--- config.mk ---
export PLATFORM = sky130hd
export DESIGN_NAME = bmbt_top
export DESIGN_NICKNAME = d
export VERILOG_FILES = /design/src/verilog/bmbt_pkg.sv /design/src/verilog/bmbt_chan_match.sv /design/src/verilog/bmbt_trace_queue.sv /design/src/verilog/bmbt_top.sv
export SDC_FILE = /design/constraint.sdc
export NUM_CORES = 1
export LEC_CHECK = 0
export ABC_AREA = 1
export ABC_CLOCK_PERIOD_IN_PS = 19600
export BUFFER_PORTS_ARGS = -buffer_cell sky130_fd_sc_hd__buf_4
export CAP_MARGIN = 25
export CORE_UTILIZATION = 45
export CTS_BUF_LIST = sky130_fd_sc_hd__clkbuf_16
export CTS_CLUSTER_SIZE = 30
export DETAILED_ROUTE_END_ITERATION = 10
export GPL_ROUTABILITY_DRIVEN = 1
export PLACE_DENSITY = 0.64
export SETUP_SLACK_MARGIN = 0.02
export SLEW_MARGIN = 15
export SYNTH_ARGS = -nofsm -noshare
export SYNTH_HDL_FRONTEND = slang
export SYNTH_SLANG_ARGS = --single-unit
--- constraint.sdc ---
create_clock -name core_clk -period 19.6 [get_ports core_clk]
set_clock_uncertainty 0.2 [all_clocks]
set_input_delay 1.96 -clock core_clk [delete_from_list [all_inputs] [get_ports core_clk]]
set_output_delay 1.96 -clock core_clk [all_outputs]
set_load 0.005 [all_outputs]
--- src/verilog/bmbt_pkg.sv ---
package bmbt_pkg;

    // Register byte offsets (APB, one aligned word each)
    localparam logic [7:0] ADDR_CTRL      = 8'h00;
    localparam logic [7:0] ADDR_FLAGS     = 8'h04;
    localparam logic [7:0] ADDR_TRACE_SEL = 8'h08;
    localparam logic [7:0] ADDR_SRC_Q     = 8'h0c;
    localparam logic [7:0] ADDR_DST_Q     = 8'h10;
    localparam logic [7:0] ADDR_VALID     = 8'h14;
    localparam logic [7:0] ADDR_CH_BASE   = 8'h40;
    localparam logic [7:0] ADDR_CH_STRIDE = 8'h20;
    // Per-channel word offsets within a channel block
    localparam logic [7:0] CH_ADDR        = 8'h00;
    localparam logic [7:0] CH_AMASK       = 8'h04;
    localparam logic [7:0] CH_DATA        = 8'h08;
    localparam logic [7:0] CH_DMASK       = 8'h0c;
    localparam logic [7:0] CH_CYCLE       = 8'h10;
    localparam logic [7:0] CH_COUNT       = 8'h14;

    // Cycle select field positions
    localparam int CS_MASTER_LSB = 0;
    localparam int CS_KIND_LSB   = 2;
    localparam int CS_DIR_LSB    = 4;
    localparam int CS_SIZE_LSB   = 6;

    // Two-bit selector encodings
    localparam logic [1:0] SEL_NONE  = 2'h0;
    localparam logic [1:0] SEL_A     = 2'h1;
    localparam logic [1:0] SEL_B     = 2'h2;
    localparam logic [1:0] SEL_EITHR = 2'h3;

    // Access sizes
    localparam logic [1:0] SZ_ANY  = 2'h0;
    localparam logic [1:0] SZ_BYTE = 2'h1;
    localparam logic [1:0] SZ_WORD = 2'h2;
    localparam logic [1:0] SZ_LONG = 2'h3;

    // Per-channel control bits (nibble per channel in ctrl register)
    localparam int CTRL_AFTER = 0;
    localparam int CTRL_DATA  = 1;
    localparam int CTRL_COUNT = 2;

    localparam int        NUM_CH    = 4;
    localparam int        TRACE_LEN = 4;
    localparam logic [3:0] BREAK_PRIORITY = 4'hf;

endpackage

--- src/verilog/bmbt_chan_match.sv ---
`timescale 1ns/1ps
module bmbt_chan_match #(
    parameter bit HAS_DATA = 1'b0
) (
    // Channel settings
    input  wire logic [31:0] brk_addr,
    input  wire logic [31:0] addr_mask,
    input  wire logic [31:0] brk_data,
    input  wire logic [31:0] data_mask,
    input  wire logic [7:0]  cycle_sel,
    input  wire logic        data_en,
    // Observed bus cycle
    input  wire logic        cyc_valid,
    input  wire logic        cyc_dma,
    input  wire logic        cyc_fetch,
    input  wire logic        cyc_write,
    input  wire logic [1:0]  cyc_size,
    input  wire logic [31:0] cyc_addr,
    input  wire logic [31:0] cyc_data,
    input  wire logic        cyc_excluded,
    // Result
    output logic             hit,
    output logic             is_fetch_sel
);

    function automatic logic sel_ok(input logic [1:0] sel, input logic second);
        sel_ok = (sel == bmbt_pkg::SEL_EITHR) ||
                 (sel == bmbt_pkg::SEL_A && !second) ||
                 (sel == bmbt_pkg::SEL_B && second);
    endfunction

    logic [1:0]  m_sel;
    logic [1:0]  k_sel;
    logic [1:0]  d_sel;
    logic [1:0]  s_sel;
    logic [31:0] cmp_mask;
    logic        addr_ok;
    logic        data_ok;

    always_comb
    begin
        m_sel = cycle_sel[bmbt_pkg::CS_MASTER_LSB +: 2];
        k_sel = cycle_sel[bmbt_pkg::CS_KIND_LSB +: 2];
        d_sel = cycle_sel[bmbt_pkg::CS_DIR_LSB +: 2];
        s_sel = cycle_sel[bmbt_pkg::CS_SIZE_LSB +: 2];
        is_fetch_sel = (k_sel == bmbt_pkg::SEL_A);
        // Low address bits dropped by access size
        cmp_mask = ~addr_mask;
        if (cyc_size == bmbt_pkg::SZ_LONG)
        begin
            cmp_mask[1:0] = 2'h0; // [RQ17]
        end
        else if (cyc_size == bmbt_pkg::SZ_WORD)
        begin
            cmp_mask[0] = 1'b0; // [RQ17]
        end
        addr_ok = ((brk_addr ^ cyc_addr) & cmp_mask) == 32'h0; // [RQ18]
        // Fetch channels ignore the data comparison
        data_ok = !HAS_DATA || !data_en || is_fetch_sel ||
                  (((brk_data ^ cyc_data) & ~data_mask) == 32'h0); // [RQ14] [RQ18]
        // A master, kind or direction selector at 00 disables the channel; size 00 means any size
        hit = cyc_valid && !cyc_excluded &&
              m_sel != bmbt_pkg::SEL_NONE && k_sel != bmbt_pkg::SEL_NONE &&
              d_sel != bmbt_pkg::SEL_NONE && // [RQ5]
              sel_ok(m_sel, cyc_dma) && sel_ok(k_sel, !cyc_fetch) &&
              sel_ok(d_sel, cyc_write) &&
              (s_sel == bmbt_pkg::SZ_ANY || s_sel == cyc_size) &&
              addr_ok && data_ok;
    end

endmodule

--- src/verilog/bmbt_trace_queue.sv ---
`timescale 1ns/1ps
module bmbt_trace_queue #(
    parameter int DEPTH = 4
) (
    // Clock
    input  wire logic        core_clk,
    // Push
    input  wire logic        push,
    input  wire logic [31:0] src_in,
    input  wire logic [31:0] dst_in,
    // Read port
    input  wire logic [1:0]  sel,
    output logic      [31:0] src_out,
    output logic      [31:0] dst_out
);

    initial
    begin
        if (DEPTH != 4)
        begin
            $error("trace depth must be 4");
        end
    end

    // No reset: contents stay undefined until branches arrive
    logic [31:0] src_q [DEPTH];
    logic [31:0] dst_q [DEPTH];

    always_ff @(posedge core_clk)
    begin
        if (push)
        begin
            src_q[0] <= src_in; // [RQ1] [RQ2] [RQ21]
            dst_q[0] <= dst_in; // [RQ3] [RQ4] [RQ21]
            for (int i = 1; i < DEPTH; i++)
            begin
                src_q[i] <= src_q[i-1];
                dst_q[i] <= dst_q[i-1];
            end
        end
    end

    assign src_out = src_q[sel];
    assign dst_out = dst_q[sel];

endmodule

--- src/verilog/bmbt_top.sv ---
`timescale 1ns/1ps
// Summary of operation
// RQ1 - Four-deep source trace queue, shifts per branch
// RQ2 - Source queue never reset
// RQ3 - Four-deep destination queue, shifts per branch
// RQ4 - Destination queue never reset
// RQ5 - Master, kind or direction selector 00 disables channel
// RQ6 - Match raises interrupt, sets master flag
// RQ7 - Break request carries priority fifteen
// RQ8 - Flags hardware-set, software-cleared by zero
// RQ9 - Channels three/four may wait for count
// RQ10 - Fetch break only after execution (CTRL_AFTER unused)
// RQ11 - Discarded fetches never break
// RQ12 - Blocked slots defer to next acceptance
// RQ13 - Fetch break fires post-completion, deferred similarly
// RQ14 - Fetch channels ignore data compare
// RQ15 - Fetch break only on start address
// RQ16 - Excluded cycle kinds never match
// RQ17 - Address compare trimmed by size
// RQ18 - Masked address and data comparison
// RQ19 - Source valid set on fetch, read-cleared
// RQ20 - Destination valid set, read-cleared
// RQ21 - Queues push together, stay aligned
module bmbt_top (
    // Clock and reset
    input  wire logic        core_clk,
    input  wire logic        rst,
    // APB slave
    input  wire logic        psel,
    input  wire logic        penable,
    input  wire logic        pwrite,
    input  wire logic [7:0]  paddr,
    input  wire logic [31:0] pwdata,
    output logic      [31:0] prdata,
    output logic             pready,
    output logic             pslverr,
    // Observed bus cycle
    input  wire logic        cyc_valid,
    input  wire logic        cyc_dma,
    input  wire logic        cyc_fetch,
    input  wire logic        cyc_write,
    input  wire logic [1:0]  cyc_size,
    input  wire logic [31:0] cyc_addr,
    input  wire logic [31:0] cyc_data,
    input  wire logic        cyc_excluded,
    // Instruction execution status
    input  wire logic        insn_exec,
    input  wire logic        insn_discard,
    input  wire logic        insn_int_ok,
    // Branch trace
    input  wire logic        branch_taken,
    input  wire logic [31:0] branch_src,
    input  wire logic [31:0] branch_dst,
    input  wire logic        dst_fetched,
    // Interrupt arbiter
    output logic             break_req,
    output logic [3:0]       break_level,
    input  wire logic        break_ack
);

    typedef enum logic [1:0] {FS_IDLE, FS_WAIT_EXEC, FS_DEFER} bmbt_fstate_t;

    typedef struct packed {
        logic [15:0]  ctrl;
        logic [7:0]   cpu_flag;
        logic [3:0]   dma_flag;
        logic [1:0]   trace_sel;
        logic         src_valid;
        logic         dst_valid;
        logic         pend;
        logic [31:0]  rdata;
        logic [3:0][31:0] b_addr;
        logic [3:0][31:0] b_amask;
        logic [1:0][31:0] b_data;
        logic [1:0][31:0] b_dmask;
        logic [3:0][7:0]  b_cycle;
        logic [1:0][11:0] b_target;
        logic [1:0][11:0] b_count;
        logic [3:0][1:0]  fst;
        logic [3:0]   fdma;
    } bmbt_state_t;

    bmbt_state_t st_reg;
    bmbt_state_t st_next;

    ////////////////////////////////////////////////////////////////////////////

    logic [3:0]  raw_hit;
    logic [3:0]  is_fetch;
    logic [31:0] q_src;
    logic [31:0] q_dst;

    for (genvar c = 0; c < 4; c++)
    begin : g_ch
        bmbt_chan_match #(
            .HAS_DATA (c >= 2)
        ) u_match (
            .brk_addr     (st_reg.b_addr[c]),
            .addr_mask    (st_reg.b_amask[c]),
            .brk_data     (c >= 2 ? st_reg.b_data[c%2] : 32'h0),
            .data_mask    (c >= 2 ? st_reg.b_dmask[c%2] : 32'h0),
            .cycle_sel    (st_reg.b_cycle[c]),
            .data_en      (st_reg.ctrl[c*4 + bmbt_pkg::CTRL_DATA]),
            .cyc_valid    (cyc_valid),
            .cyc_dma      (cyc_dma),
            .cyc_fetch    (cyc_fetch),
            .cyc_write    (cyc_write),
            .cyc_size     (cyc_size),
            .cyc_addr     (cyc_addr),
            .cyc_data     (cyc_data),
            .cyc_excluded (cyc_excluded), // [RQ16]
            .hit          (raw_hit[c]),
            .is_fetch_sel (is_fetch[c])
        );
    end

    bmbt_trace_queue #(
        .DEPTH (bmbt_pkg::TRACE_LEN)
    ) u_trace (
        .core_clk (core_clk),
        .push     (branch_taken),
        .src_in   (branch_src),
        .dst_in   (branch_dst),
        .sel      (st_reg.trace_sel),
        .src_out  (q_src),
        .dst_out  (q_dst)
    );

    ////////////////////////////////////////////////////////////////////////////

    logic        acc;
    logic        wr;
    logic [3:0]  ch_fire;
    logic [3:0]  ch_dma;
    logic [2:0]  ch_idx;
    logic [7:0]  ch_off;

    assign acc     = psel && penable;
    assign wr      = acc && pwrite;
    assign pready  = 1'b1;
    assign prdata  = st_reg.rdata;
    assign break_req   = st_reg.pend;
    assign break_level = bmbt_pkg::BREAK_PRIORITY; // [RQ7]

    always_comb
    begin
        st_next  = st_reg;
        ch_fire  = 4'h0;
        ch_dma   = 4'h0;
        ch_idx   = 3'(paddr[7:5] - 3'h2);
        ch_off   = {3'h0, paddr[4:0]};

        // Fetch sequencing: wait for execution, then an interrupt-accepting point
        for (int c = 0; c < 4; c++)
        begin
            case (bmbt_bfs(st_reg.fst[c]))
                FS_IDLE:
                begin
                    if (raw_hit[c] && is_fetch[c])
                    begin
                        st_next.fst[c] = 2'(FS_WAIT_EXEC); // [RQ10] [RQ15]
                        st_next.fdma[c] = cyc_dma;
                    end
                    else if (raw_hit[c])
                    begin
                        ch_fire[c] = 1'b1;
                        ch_dma[c]  = cyc_dma;
                    end
                end
                FS_WAIT_EXEC:
                begin
                    if (insn_discard)
                    begin
                        st_next.fst[c] = 2'(FS_IDLE); // [RQ11]
                    end
                    else if (insn_exec)
                    begin
                        // Execution seen; every fetch channel now waits for acceptance (CTRL_AFTER is not used)
                        st_next.fst[c] = 2'(FS_DEFER); // [RQ11] [RQ13]
                    end
                end
                FS_DEFER:
                begin
                    if (insn_int_ok)
                    begin
                        ch_fire[c] = 1'b1; // [RQ12] [RQ13]
                        ch_dma[c]  = st_reg.fdma[c];
                        st_next.fst[c] = 2'(FS_IDLE);
                    end
                end
                default:
                begin
                    st_next.fst[c] = 2'(FS_IDLE);
                end
            endcase
        end

        // Execution counts on channels three and four
        for (int k = 0; k < 2; k++)
        begin
            if (st_reg.ctrl[(k+2)*4 + bmbt_pkg::CTRL_COUNT] && ch_fire[k+2])
            begin
                st_next.b_count[k] = 12'(st_reg.b_count[k] + 12'h1);
                if (12'(st_reg.b_count[k] + 12'h1) != st_reg.b_target[k])
                begin
                    ch_fire[k+2] = 1'b0; // [RQ9]
                end
                else
                begin
                    st_next.b_count[k] = 12'h0;
                end
            end
        end

        // Register writes; zero clears a flag
        if (wr)
        begin
            case (paddr)
                bmbt_pkg::ADDR_CTRL:      st_next.ctrl = pwdata[15:0];
                bmbt_pkg::ADDR_FLAGS:
                begin
                    st_next.cpu_flag = st_reg.cpu_flag & pwdata[7:0]; // [RQ8]
                    st_next.dma_flag = st_reg.dma_flag & pwdata[11:8]; // [RQ8]
                end
                bmbt_pkg::ADDR_TRACE_SEL: st_next.trace_sel = pwdata[1:0];
                default:
                begin
                    if (paddr >= bmbt_pkg::ADDR_CH_BASE && !ch_idx[2])
                    begin
                        case (ch_off)
                            bmbt_pkg::CH_ADDR:  st_next.b_addr[ch_idx[1:0]] = pwdata;
                            bmbt_pkg::CH_AMASK: st_next.b_amask[ch_idx[1:0]] = pwdata;
                            bmbt_pkg::CH_CYCLE: st_next.b_cycle[ch_idx[1:0]] = pwdata[7:0];
                            bmbt_pkg::CH_DATA:
                                if (ch_idx[1]) st_next.b_data[ch_idx[0]] = pwdata;
                            bmbt_pkg::CH_DMASK:
                                if (ch_idx[1]) st_next.b_dmask[ch_idx[0]] = pwdata;
                            bmbt_pkg::CH_COUNT:
                                if (ch_idx[1]) st_next.b_target[ch_idx[0]] = pwdata[11:0];
                            default: ;
                        endcase
                    end
                end
            endcase
        end

        // Flags set by hardware win over clears
        for (int c = 0; c < 4; c++)
        begin
            if (ch_fire[c])
            begin
                if (ch_dma[c])
                begin
                    st_next.dma_flag[c] = 1'b1; // [RQ6] [RQ8]
                end
                else
                begin
                    st_next.cpu_flag[c] = 1'b1; // [RQ6] [RQ8]
                end
            end
        end

        // Request held until the arbiter accepts it
        if (|ch_fire)
        begin
            st_next.pend = 1'b1; // [RQ6] [RQ7]
        end
        else if (break_ack)
        begin
            st_next.pend = 1'b0;
        end

        // Read data capture and read side effects
        st_next.rdata = 32'h0;
        if (psel && !penable && !pwrite)
        begin
            case (paddr)
                bmbt_pkg::ADDR_CTRL:      st_next.rdata = {16'h0, st_reg.ctrl};
                bmbt_pkg::ADDR_FLAGS:     st_next.rdata = {20'h0, st_reg.dma_flag,
                                                           4'h0, st_reg.cpu_flag[3:0]};
                bmbt_pkg::ADDR_TRACE_SEL: st_next.rdata = {30'h0, st_reg.trace_sel};
                bmbt_pkg::ADDR_SRC_Q:     st_next.rdata = q_src;
                bmbt_pkg::ADDR_DST_Q:     st_next.rdata = q_dst;
                bmbt_pkg::ADDR_VALID:     st_next.rdata = {30'h0, st_reg.dst_valid,
                                                           st_reg.src_valid};
                default:
                begin
                    if (paddr >= bmbt_pkg::ADDR_CH_BASE && !ch_idx[2])
                    begin
                        case (ch_off)
                            bmbt_pkg::CH_ADDR:  st_next.rdata = st_reg.b_addr[ch_idx[1:0]];
                            bmbt_pkg::CH_AMASK: st_next.rdata = st_reg.b_amask[ch_idx[1:0]];
                            bmbt_pkg::CH_CYCLE: st_next.rdata = {24'h0,
                                                                 st_reg.b_cycle[ch_idx[1:0]]};
                            default: ;
                        endcase
                    end
                end
            endcase
        end
        if (acc && !pwrite && paddr == bmbt_pkg::ADDR_SRC_Q)
        begin
            st_next.src_valid = 1'b0; // [RQ19]
        end
        if (acc && !pwrite && paddr == bmbt_pkg::ADDR_DST_Q)
        begin
            st_next.dst_valid = 1'b0; // [RQ20]
        end
        // Fetch of the destination wins over a concurrent read
        if (dst_fetched)
        begin
            st_next.src_valid = 1'b1; // [RQ19]
            st_next.dst_valid = 1'b1; // [RQ20]
        end
        st_next.cpu_flag[7:4] = 4'h0;
    end

    function automatic bmbt_fstate_t bmbt_bfs(input logic [1:0] v);
        bmbt_bfs = bmbt_fstate_t'(v);
    endfunction

    assign pslverr = 1'b0;

    always_ff @(posedge core_clk or posedge rst)
    begin
        if (rst)
        begin
            st_reg <= '0;
        end
        else
        begin
            st_reg <= st_next;
        end
    end
endmodule

==> flow_summary.rst <==
.. list-table::
   :header-rows: 1

   * - Metric
     - Value
   * - Status
     - finished, final reports clean
   * - IR Drop Worst-Case VDD
     - 0.0645 mV
   * - Remaining number of nets flagged by the antenna check after routing
     - 0
   * - Transition time at the pin with the least slew margin
     - 1.12 ns
   * - RSZ-0062 raised after global routing
     - no
   * - Critical path's slowest cell
     - sky130_fd_sc_hd__ha_1
   * - Post-CTS resize count
     - 0
   * - Detailed Route WL
     - 118,000 µm
   * - Number of H-tree branching levels
     - 3
   * - Worst hold path type
     - flop to flop
   * - Number of placement rows
     - around 100
   * - Count of max-cap constraint violations
     - 0
   * - Number of nets in the layout
     - around 4,500
   * - Total standard cell area after synthesis
     - 37,000 µm²
   * - Final worst path period need
     - 4.64 ns
   * - Number of synthesized register bits
     - 793
   * - Combined area of the multi-input logic cells
     - 13,500 µm²
   * - Clock latency on the worst-skew pair
     - 0.67 ns
   * - Vert. Die Dim
     - 289 µm
   * - Max frequency
     - 0.216 GHz
   * - Most area-hungry cell type in the Yosys netlist
     - sky130_fd_sc_hd__dfrtp_1
   * - Leading register cell type out of synthesis
     - sky130_fd_sc_hd__dfrtp_1
   * - Required time at the worst-slack endpoint
     - just under 20 ns
   * - Slack of the critical path
     - between 10 and 15 ns
   * - Overall via count from detail_route
     - 30,557
   * - Area growth syn-to-layout
     - 13.9%
   * - Number of fill cells
     - between 7,000 and 8,000
   * - Cts bufs inserted
     - 87
   * - Largest register FFs
     - 504
   * - Bufs on Longest Clock Path
     - 3
   * - Final setup TNS
     - 0 ns
   * - Antenna violations before repair
     - 9
   * - Tot GR Track Use
     - 28.3%
   * - Seq/Total Area, Yosys
     - approximately 57%
   * - Synthesized netlist cell count
     - 4,210
   * - Crit Path Category
     - primary input to flop
   * - Startpoint types
     - primary input
   * - Largest net degree at the start of global routing
     - 129
   * - Number of top-level design ports
     - around 230
   * - Post-Place Setup Slack
     - around 14 ns
   * - List of cells traversed by the critical path
     - buf_4 > inv_1 > ha_1 > inv_1 > nor2_2 > inv_2 > nor3_4 > nand2_2 > buf_4 > nand2_1 > o21ai_0
   * - Core box area
     - 80,900 µm²
   * - Grt total ovfl
     - 0
   * - Clock Sinks
     - 793
   * - # setup viols final
     - 0
   * - Kind of end point of the critical path
     - flop
   * - Buffer type at the clock tree root
     - sky130_fd_sc_hd__clkbuf_16
   * - Post-Syn Area per Cell
     - 8.80 µm²
   * - Width of the die
     - 289 µm
   * - Asr flop ratio synth
     - 67.7%
   * - Final count of hold timing violations
     - 0
   * - CTS tree
     - built
   * - Drc violations
     - 0
   * - Initial core utilization
     - 45.8%
   * - Total setup buffers inserted after CTS
     - 0
   * - Sequential Area
     - 21,100 µm²
   * - Post-Route Hold Slack
     - 0.236 ns
   * - Number of synthesis warnings
     - 0
   * - Delay-heaviest family, CP
     - simple AND/OR/NAND/NOR gates
   * - Via count normalized by instance count
     - 5.61
   * - Worst-path fanout max
     - 42
   * - Leak pwr
     - 18.5 nW
   * - Number of DRC violations after detailed-routing iteration 0
     - 3,689
   * - Top area cells in the synthesized netlist
     - sky130_fd_sc_hd__dfrtp_1 (36%), sky130_fd_sc_hd__edfxtp_1 (21%), sky130_fd_sc_hd__nand2_1 (11%)
   * - Share of the synthesized area in the top cell type
     - ~36%
   * - Peak per-stage delay on the critical path
     - 0.90 ns
   * - Detailed Routing Iterations Pass 1
     - 6
   * - Count of final max-slew check failures
     - 0
   * - HPWL reported at the end of detailed placement
     - approximately 80,000 µm
   * - CP Data Arrival Time
     - between 4 and 5 ns
   * - Die Outline Area
     - 83,500 µm²
   * - Number of synthesized flops with an enable pin
     - 256
   * - Number of buffer and inverter stages on the critical path
     - 5
   * - Share of final-layout standard cells stronger than drive strength 1
     - 10.4%
   * - Via count of the first global-routing pass
     - 28,160
   * - Areal power density over the cells
     - 86.8 nW/µm²
   * - Post-synthesis cell type count
     - 51
   * - Buffers added on ports
     - 218
   * - Fraction of the cycle the final worst path needs
     - 23.7%
   * - Routed length per instance
     - 21.6 µm
   * - Number of buffers inserted by hold repair at cts
     - 0
   * - Max_slew headroom
     - 24.5%
   * - First-pass GRT wire length
     - about 180,000 µm
   * - Clock transition time at the flip-flop clock pins of the worst setup and hold paths
     - 0.06 ns
   * - Routability congestion estimate from global placement
     - 0.959
layout make-up:
cell class	count	area share [%]
well taps	1060	3.14
multi-input cells	2816	32.0
diodes	5	0.0296
inverters	351	3.14
repair buffers	261	4.89
clock inverters	75	1.51
clock buffers	88	5.22
flip-flops and latches	793	50.1
power by group:
group	switching [mW]	internal (mW)	leakage [nW]
Combinational	0.166	0.0709	7.32
Clock	0.713	0.908	1.46
Sequential	0.0317	1.77	9.71
Total	0.911	2.75	18.5
worst reg2reg max path, cell delays in order (launching register included):
cell and delay (ns):
sky130_fd_sc_hd__dfrtp_4 0.85, sky130_fd_sc_hd__clkinv_2 0.79, sky130_fd_sc_hd__buf_4 0.63, sky130_fd_sc_hd__o21ai_0 0.29, sky130_fd_sc_hd__o22ai_1 0.11, sky130_fd_sc_hd__a22o_1 0.31, sky130_fd_sc_hd__o21ai_0 0.43, sky130_fd_sc_hd__nor2_1 0.08
routing by layer:
layer	track usage, %	up-vias	share of wire (%)
met4	10.1	12	3.4
met2	42.4	1289	44
li1	-	14356	-
met5	0	-	0.064
met1	41.1	14697	44
met3	5.17	203	8.6
per-stage QoR:
step	util, %	area [µm²]	power [mW]	instances
3_3_place_gp	48.4	39200	2.06	5272
4_1_cts	52.0	42100	3.68	5439
3_5_place_dp	48.5	39200	2.07	5276
2_1_floorplan	-	37100	1.94	4214
6_report	52.1	42200	3.66	5449
5_1_grt	52.1	42200	3.78	5445
synthesized netlist by cell type, drive strengths merged, types with 6 or more instances:
cell type,count
a211oi,6
a21o,22
a21oi,176
a221oi,9
a22o,19
a22oi,96
a31oi,7
buf,95
clkbuf,159
clkinv,6
dfrtp,537
edfxtp,256
inv,345
nand2,1081
nand3,111
nand3b,36
nand4,23
nor2,295
nor3,31
o211ai,6
o21ai,705
o221ai,25
o22ai,66
o31ai,8
or2,35
xnor2,12
xor2,11
cells by family after synthesis:
kind of cell | count (synthesis) | share of synthesized area (%)
xor+xnor | 26 | 0.726
flops | 793 | 57.0
other cells | 2 | 0.0203
fa+ha+maj | 4 | 0.135
compound gates | 1161 | 17.6
buf+inv | 605 | 6.68
simple gates | 1619 | 17.8
path summary, 6_finish.rpt:
kind	start	end	slack [ns]	cells past startpoint
min in group asynchronous	rst	st_reg[469]	1.28	2
worst max register to register	st_reg[511]	prdata[25]	15.80	7
worst min-delay path	u_trace.dst_q[2][6]	u_trace.dst_q[3][6]	0.24	0
worst min register to register	u_trace.dst_q[2][6]	u_trace.dst_q[3][6]	0.24	0
max in group asynchronous	rst	prdata[28]	15.59	5
worst max-delay path	paddr[6]	st_reg[348]	14.96	11
cell usage in the layout (no fill, tap or decap), types with 25 or more instances in the layout:
cell                        instances
sky130_fd_sc_hd__nand2_1         1067
sky130_fd_sc_hd__a21oi_1          175
sky130_fd_sc_hd__edfxtp_1         256
sky130_fd_sc_hd__dfrtp_1          536
sky130_fd_sc_hd__or2_2             35
sky130_fd_sc_hd__clkbuf_16         88
sky130_fd_sc_hd__inv_1            359
sky130_fd_sc_hd__nor2_1           286
sky130_fd_sc_hd__a22oi_1           96
sky130_fd_sc_hd__o221ai_1          25
sky130_fd_sc_hd__buf_4            254
sky130_fd_sc_hd__nand3_1          109
sky130_fd_sc_hd__o21ai_0          681
sky130_fd_sc_hd__o22ai_1           66
sky130_fd_sc_hd__nand3b_1          36
sky130_fd_sc_hd__nor3_1            28
Power figures use the tool's default switching activity.
